## src/rtl/nsf_pkg.sv

```systemverilog
// Package for the configuration-store security and first-fault recorder block
package nsf_pkg;

  // Command codes seen by this block
  localparam logic [7:0]  NSF_CMD_PAGE         = 8'h00;
  localparam logic [7:0]  NSF_CMD_CLEAR_FAULTS = 8'h03;
  localparam logic [7:0]  NSF_CMD_PHASE        = 8'h04;
  localparam logic [7:0]  NSF_CMD_STORE_ALL    = 8'h11;
  localparam logic [7:0]  NSF_CMD_SERIAL       = 8'h9E;
  localparam logic [7:0]  NSF_CMD_FAULT_REC    = 8'hD8;
  localparam logic [7:0]  NSF_CMD_KEY          = 8'hFA;

  // Key and record layout
  localparam logic [15:0] NSF_KEY_OPEN         = 16'hFFFF;
  localparam int unsigned NSF_REC_A_LSB        = 0;
  localparam int unsigned NSF_REC_B_LSB        = 3;
  localparam logic [7:0]  NSF_REC_FIELD_MASK   = 8'h3F;
  localparam logic [7:0]  NSF_REC_CLEAR        = 8'h00;

  // Store timing
  localparam int unsigned NSF_STORE_TIME_MS    = 100;
  localparam int unsigned NSF_CLK_HZ           = 20_000_000;
  localparam int unsigned NSF_STORE_CYCLES     = NSF_STORE_TIME_MS * (NSF_CLK_HZ / 1000);

  // Security state; the code doubles as the value read from the key register
  typedef enum logic [1:0] {
    NSF_SEC_OFF  = 2'b00,
    NSF_SEC_ON   = 2'b01,
    NSF_SEC_LOCK = 2'b10
  } nsf_sec_type;

  // Per-channel catastrophic fault codes
  typedef enum logic [2:0] {
    NSF_FLT_NONE     = 3'b000,
    NSF_FLT_OV_OFF   = 3'b001,
    NSF_FLT_OV_ON    = 3'b010,
    NSF_FLT_IIN_OC   = 3'b011,
    NSF_FLT_IOUT_OC  = 3'b100,
    NSF_FLT_OT       = 3'b101,
    NSF_FLT_PSTAGE   = 3'b110,
    NSF_FLT_IN_OP    = 3'b111
  } nsf_fault_type;

  // Command request from the bus front end
  typedef struct packed {
    logic        valid;
    logic        write;
    logic        word;
    logic [7:0]  code;
    logic [15:0] data;
  } nsf_req_type;

  // Answer to a request, one cycle later
  typedef struct packed {
    logic        valid;
    logic        ack;
    logic [15:0] data;
  } nsf_rsp_type;

  // Image of the non-volatile contents kept by this block
  typedef struct packed {
    logic [15:0] key;
    logic [7:0]  rec;
  } nsf_nvm_type;

  function automatic logic [15:0] nsf_checksum(input logic [15:0] key, input logic [7:0] rec);
    nsf_checksum = key + {8'h00, rec} + {rec, 8'h00};
  endfunction : nsf_checksum

endpackage : nsf_pkg
```

## src/rtl/nsf_nvm_security_fault_log.sv

```systemverilog
// Configuration-store password lock, store sequencing and first-fault recorder
module nsf_nvm_security_fault_log
  import nsf_pkg::*;
#(
  parameter int unsigned STORE_CYCLES = NSF_STORE_CYCLES
) (
  // Clock and reset
  input  wire logic                   sys_clk_i,
  input  wire logic                   reset_i,
  // Command port
  input  wire nsf_pkg::nsf_req_type   req_i,
  output nsf_pkg::nsf_rsp_type        rsp_o,
  // Catastrophic fault events per channel
  input  wire nsf_pkg::nsf_fault_type chan_a_fault_code_i,
  input  wire nsf_pkg::nsf_fault_type chan_b_fault_code_i,
  // Non-volatile store image
  input  wire nsf_pkg::nsf_nvm_type   nvm_rd_i,
  output nsf_pkg::nsf_nvm_type        nvm_wr_o,
  output logic                        nvm_store_o,
  // Status
  output logic                        store_busy_o,
  output logic                        cfg_wr_block_o,
  output logic                        cml_flag_o,
  output logic                        host_alert_line_o,
  output nsf_pkg::nsf_sec_type        sec_status_o,
  output logic [7:0]                  first_fault_register_o
);
  import nsf_pkg::*;

  typedef struct packed {
    logic          loaded;
    nsf_sec_type   sec;
    logic [15:0]   key_nvm;
    logic [15:0]   key_stage;
    logic [7:0]    rec;
    logic [15:0]   chk;
    logic [31:0]   cnt;
    logic          busy;
    logic          cml;
    logic          alert;
    nsf_rsp_type   rsp;
    nsf_nvm_type   nvm_wr;
    logic          store;
    logic          block;
  } nsf_state_type;

  nsf_state_type s_q;
  nsf_state_type s_d;
  logic          wr_allowed;

  always_comb begin
    s_d         = s_q;
    s_d.rsp     = '0;
    s_d.store   = 1'b0;
    // Gate every write except paging, phase and the password itself
    wr_allowed  = (s_q.sec == NSF_SEC_OFF) || (req_i.code == NSF_CMD_PAGE) ||
                  (req_i.code == NSF_CMD_PHASE) || (req_i.code == NSF_CMD_KEY);
    if (!s_q.loaded) begin
      // Captured once after release; the store image must be steady by then
      s_d.loaded    = 1'b1;
      s_d.key_nvm   = nvm_rd_i.key;
      s_d.key_stage = nvm_rd_i.key;
      s_d.rec       = nvm_rd_i.rec & NSF_REC_FIELD_MASK;
      s_d.chk       = nsf_checksum(nvm_rd_i.key, nvm_rd_i.rec & NSF_REC_FIELD_MASK);
      s_d.sec       = (nvm_rd_i.key == NSF_KEY_OPEN) ? NSF_SEC_OFF : NSF_SEC_ON;
    end else begin
      if (s_q.cnt != 32'h0) begin
        s_d.cnt = s_q.cnt - 32'h1;
      end
      s_d.busy = (s_d.cnt != 32'h0);
      if (req_i.valid) begin
        s_d.rsp.valid = 1'b1;
        if (s_q.busy || (req_i.write && !wr_allowed)) begin
          s_d.rsp.ack = 1'b0;
        end else begin
          case (req_i.code)
            NSF_CMD_KEY: begin
              if (!req_i.word) begin
                s_d.rsp.ack = 1'b0;
              end else if (!req_i.write) begin
                s_d.rsp.ack  = 1'b1;
                s_d.rsp.data = {14'h0000, s_q.sec};
              end else begin
                case (s_q.sec)
                  NSF_SEC_OFF: begin
                    s_d.key_stage = req_i.data;
                    s_d.rsp.ack   = 1'b1;
                  end
                  NSF_SEC_ON: begin
                    if (req_i.data == s_q.key_nvm) begin
                      s_d.sec     = NSF_SEC_OFF;
                      s_d.rsp.ack = 1'b1;
                    end else begin
                      s_d.sec     = NSF_SEC_LOCK;
                      s_d.rsp.ack = 1'b0;
                    end
                  end
                  default: begin
                    // Locked: no password can release it, only reset
                    s_d.rsp.ack = 1'b0;
                  end
                endcase
              end
            end
            NSF_CMD_FAULT_REC: begin
              if (req_i.word) begin
                s_d.rsp.ack = 1'b0;
              end else if (!req_i.write) begin
                s_d.rsp.ack  = 1'b1;
                s_d.rsp.data = {8'h00, s_q.rec};
              end else if (req_i.data[7:0] == NSF_REC_CLEAR) begin
                s_d.rec     = NSF_REC_CLEAR;
                s_d.rsp.ack = 1'b1;
              end else begin
                s_d.cml     = 1'b1;
                s_d.alert   = 1'b1;
                s_d.rsp.ack = 1'b0;
              end
            end
            NSF_CMD_STORE_ALL: begin
              if (req_i.write) begin
                // Commits staged key and current record; rest of device waits on busy
                s_d.store      = 1'b1;
                s_d.nvm_wr.key = s_q.key_stage;
                s_d.nvm_wr.rec = s_q.rec;
                s_d.chk        = nsf_checksum(s_q.key_stage, s_q.rec);
                s_d.cnt        = STORE_CYCLES;
                s_d.busy       = 1'b1;
                s_d.rsp.ack    = 1'b1;
              end else begin
                s_d.rsp.ack = 1'b0;
              end
            end
            NSF_CMD_SERIAL: begin
              s_d.rsp.ack  = !req_i.write;
              s_d.rsp.data = req_i.write ? 16'h0000 : s_q.chk;
            end
            NSF_CMD_CLEAR_FAULTS: begin
              s_d.rsp.ack = req_i.write;
              if (req_i.write) begin
                s_d.cml   = 1'b0;
                s_d.alert = 1'b0;
              end
            end
            default: begin
              // Other commands belong to neighbouring logic
              s_d.rsp.ack = 1'b1;
            end
          endcase
        end
      end
    end
    // Capture after any clear so a fault in the clearing cycle wins
    if (s_q.loaded && chan_a_fault_code_i != NSF_FLT_NONE &&
        s_d.rec[NSF_REC_A_LSB +: 3] == 3'b000) begin
      s_d.rec[NSF_REC_A_LSB +: 3] = chan_a_fault_code_i;
    end
    if (s_q.loaded && chan_b_fault_code_i != NSF_FLT_NONE &&
        s_d.rec[NSF_REC_B_LSB +: 3] == 3'b000) begin
      s_d.rec[NSF_REC_B_LSB +: 3] = chan_b_fault_code_i;
    end
    // Kept as its own flop so the rest of the device sees a clean level
    s_d.block = (s_d.sec != NSF_SEC_OFF);
  end

  always_ff @(posedge sys_clk_i) begin
    if (reset_i) begin
      s_q       <= '0;
      s_q.sec   <= NSF_SEC_ON;
      s_q.block <= 1'b1;
    end else begin
      s_q <= s_d;
    end
  end

  assign rsp_o                  = s_q.rsp;
  assign nvm_wr_o               = s_q.nvm_wr;
  assign nvm_store_o            = s_q.store;
  assign store_busy_o           = s_q.busy;
  assign cfg_wr_block_o         = s_q.block;
  assign cml_flag_o             = s_q.cml;
  assign host_alert_line_o      = s_q.alert;
  assign sec_status_o           = s_q.sec;
  assign first_fault_register_o = s_q.rec;

  logic key_wr_go;
  logic rec_wr_go;
  assign key_wr_go = req_i.valid && req_i.write && req_i.word && !s_q.busy && s_q.loaded &&
                     (req_i.code == NSF_CMD_KEY);
  assign rec_wr_go = req_i.valid && req_i.write && !req_i.word && !s_q.busy && s_q.loaded &&
                     (req_i.code == NSF_CMD_FAULT_REC) && wr_allowed;
endmodule : nsf_nvm_security_fault_log

```

## config.mk

```make
export PLATFORM = sky130hd
export DESIGN_NAME = nsf_nvm_security_fault_log
export DESIGN_NICKNAME = d
export VERILOG_FILES = /design/src/rtl/nsf_pkg.sv /design/src/rtl/nsf_nvm_security_fault_log.sv
export SDC_FILE = /design/constraint.sdc
export NUM_CORES = 1
export LEC_CHECK = 0
export ABC_AREA = 1
export CAP_MARGIN = 20
export CORE_MARGIN = 2
export CORE_UTILIZATION = 38
export DETAILED_ROUTE_END_ITERATION = 6
export DONT_BUFFER_PORTS = 1
export PLACE_DENSITY = 0.6
export SLEW_MARGIN = 10
export SYNTH_ARGS = -nofsm -noshare
export SYNTH_HDL_FRONTEND = slang
export SYNTH_SLANG_ARGS = --single-unit
```

## constraint.sdc

```tcl
create_clock -name sys_clk_i -period 4.3 [get_ports sys_clk_i]
set_clock_uncertainty 0.05 [all_clocks]
set_input_delay 0.43 -clock sys_clk_i [delete_from_list [all_inputs] [get_ports sys_clk_i]]
set_output_delay 0.43 -clock sys_clk_i [all_outputs]
set_load 0.02 [all_outputs]
```

==> qor.csv <==
metric,value,unit
rows,53,
ys_warn_count,0,
grt_max_degree,65,
layout-drive-gt1-share,0.0564,
vias,7806,
clk_path_buf_depth,2,
ff2ff_setup_slack,1500,ps
avgSynthCellArea,6.60,sq um
timing.hold.ws,18.4,ps
synth_most_common_cell,nand2_1,
worst_setup_path_start_kind,flop,
synth_top_flop_cell,dfxtp_1,
dr.pass1.iters,5,
cts_resized,0,
use_met2,0.335,
drtAntennaViolNets,0,
drc,0,
min_period,2800,ps
cts.clk_slew.worst_paths,70,ps
power_density,462,nW/um^2
wire_per_inst,17.2,um
dp.cells,1427,
reg2reg_to,s_q[92],
grt_overflow,0,
io_buffers,0,
peakVddDrop,290,uV
drt-initial-drc-count,689,
diodes,0,
dpl.hpwl,18600,um
use_met1,0.329,
crit_end,s_q[92],
die_height,151,um
tns,0,ps
gp_congestion,0.921,
tightest_slew,1040,ps
cts_tree,done,
synth_common_cells,"nand2_1, nor2_1, dfxtp_1",
synth_edf_count,0,
hold_viol_final,0,
instances_no_fill,1462,
fin_nets,1260,
grt_pass1_wl,39800,um
fin_ws,1500,ps
clock-sinks,133,
cp.required,4620,ps
ys_top_cells_by_area,"dfxtp_1, nand2_1, nor2_1",
viasPerCell,5.34,
pre_cts_ws,1510,ps
netlist_instances,1243,
grt_usage,0.229,
synthDistinctLibCells,47,
cts_buffers,17,
worstRegToRegCells,10,
dieArea,22800,sq um
coreArea,21100,sq um
io_pins,116,
max_cap_viol_count,0,
relSlewSlack,0.307,
cp.arrival,3120,ps
startpoint,sec_status_o[1],
ys_ff_latch,133,
synth_seq_area_share,0.324,
cts_hold_buf,2,
grt_util_met3,0.0602,
grt.busiest_layer,met2,
htreeDepth,4,
crit_type,reg2reg,
min_period_over_period,0.651,
timing.final.max_slew_violations,0,
status,finished clean,
critPathCaptureType,flop,
yosys.area.top_type_share,0.324,
synthesis.area,8210,sq um
wl,25200,um
area_growth,4.77,%
synth_area_leader_cell,dfxtp_1,
hp-class,in2reg,
r2r_start,sec_status_o[1],
start_util,0.389,
finalSetupViolCount,0,
grt_antenna_before_repair,0,
grt_pass1_vias,7042,
worstPathMaxFanout,31,
die_width,151,um
hp-start,reset_i,
clk_latency,430,ps
rsz0062_at_grt,false,
cts_setup_buffers,0,
p_leak,3.78,nW
max_freq,357,MHz
root_buffer,clkbuf_16,
synth_async_sr_flop_share,0,
-- logic make-up after synthesis --
family	Yosys count	synth area share
AND/OR/NAND/NOR	617	0.319
other	1	0.000457
XOR/XNOR	32	0.0341
flip-flops	133	0.324
AO/OA/AOI/OAI	235	0.158
adder cells (fa/ha/maj)	27	0.0430
buffers and inverters	198	0.120
-- state kept, by name, indices dropped and copies added, names as in the netlist --
register / cells
s_q: 81
nvm_wr_o: 22
rsp_o: 18
first_fault_register_o: 6
sec_status_o: 2
cfg_wr_block_o: 1
cml_flag_o: 1
nvm_store_o: 1
store_busy_o: 1
-- cell type report --
cell class                 instances  area, sq um
clock buffer                      21          480
clock inverter                    11          106
fill                            2265        12500
inverter                         101          379
multi-input combinational        915         4570
sequential                       133         2660
tap                              275          344
timing repair buffer               6         57.6
-- placed cells by master (no fill, tap or decap), types with 6 or more instances in the layout --
cell type  synthesis  routed
a21oi_1           95      95
a22oi_1            6       6
a31oi_1           22      22
clkbuf_16          0      17
dfxtp_1          133     133
ha_1              25      25
inv_1             95      94
inv_2              5       6
inv_6              0       6
nand2_1          281     281
nand2_2            6       6
nand3_1           79      79
nand3b_1           6       6
nand4_1           14      14
nor2_1           197     197
nor3_1            11      11
o211ai_1           6       6
o21ai_0           78      78
o21ai_1            6       6
xnor2_1           18      18
xor2_1            14      14
-- worst max-delay path: stages (launching register included) --
cell     delay, ps
dfxtp_1        600
nor2_1          90
nor2_1         130
nand3_2        120
nand3_2        120
nand2_2        320
inv_1          910
nand2_1        140
nand3_1        140
nand2_1         50
inv_1           60
-- stage by stage --
step	util	total power, mW	area [sq um]
after floorplan	-	2.30	8220
after global placement	0.378	2.52	7980
after detailed placement	0.378	2.52	7980
after CTS	0.407	3.98	8590
after global routing	0.408	4.21	8600
final	0.408	3.97	8600
-- worst min path at each step --
stage	cells past startpoint	end	slack, ps
after floorplan	2	rsp_o[14]	370
after global placement	2	s_q[130]	390
after detailed placement	2	rsp_o[15]	390
after CTS	1	s_q[131]	4
after global routing	1	s_q[131]	5
final	1	s_q[132]	20
-- where the power goes --
part | internal (mW) | switching, mW
logic | 0.370 | 0.717
registers | 1.32 | 0.116
clock network | 0.822 | 0.633
total | 2.51 | 1.47
-- layer usage --
metal,part of all wire,wire length [um]
met4,0.015,382
met5,0,0
met2,0.42,10500
met3,0.090,2270
met1,0.48,12100
No activity file was read; power rests on OpenSTA's default activity.
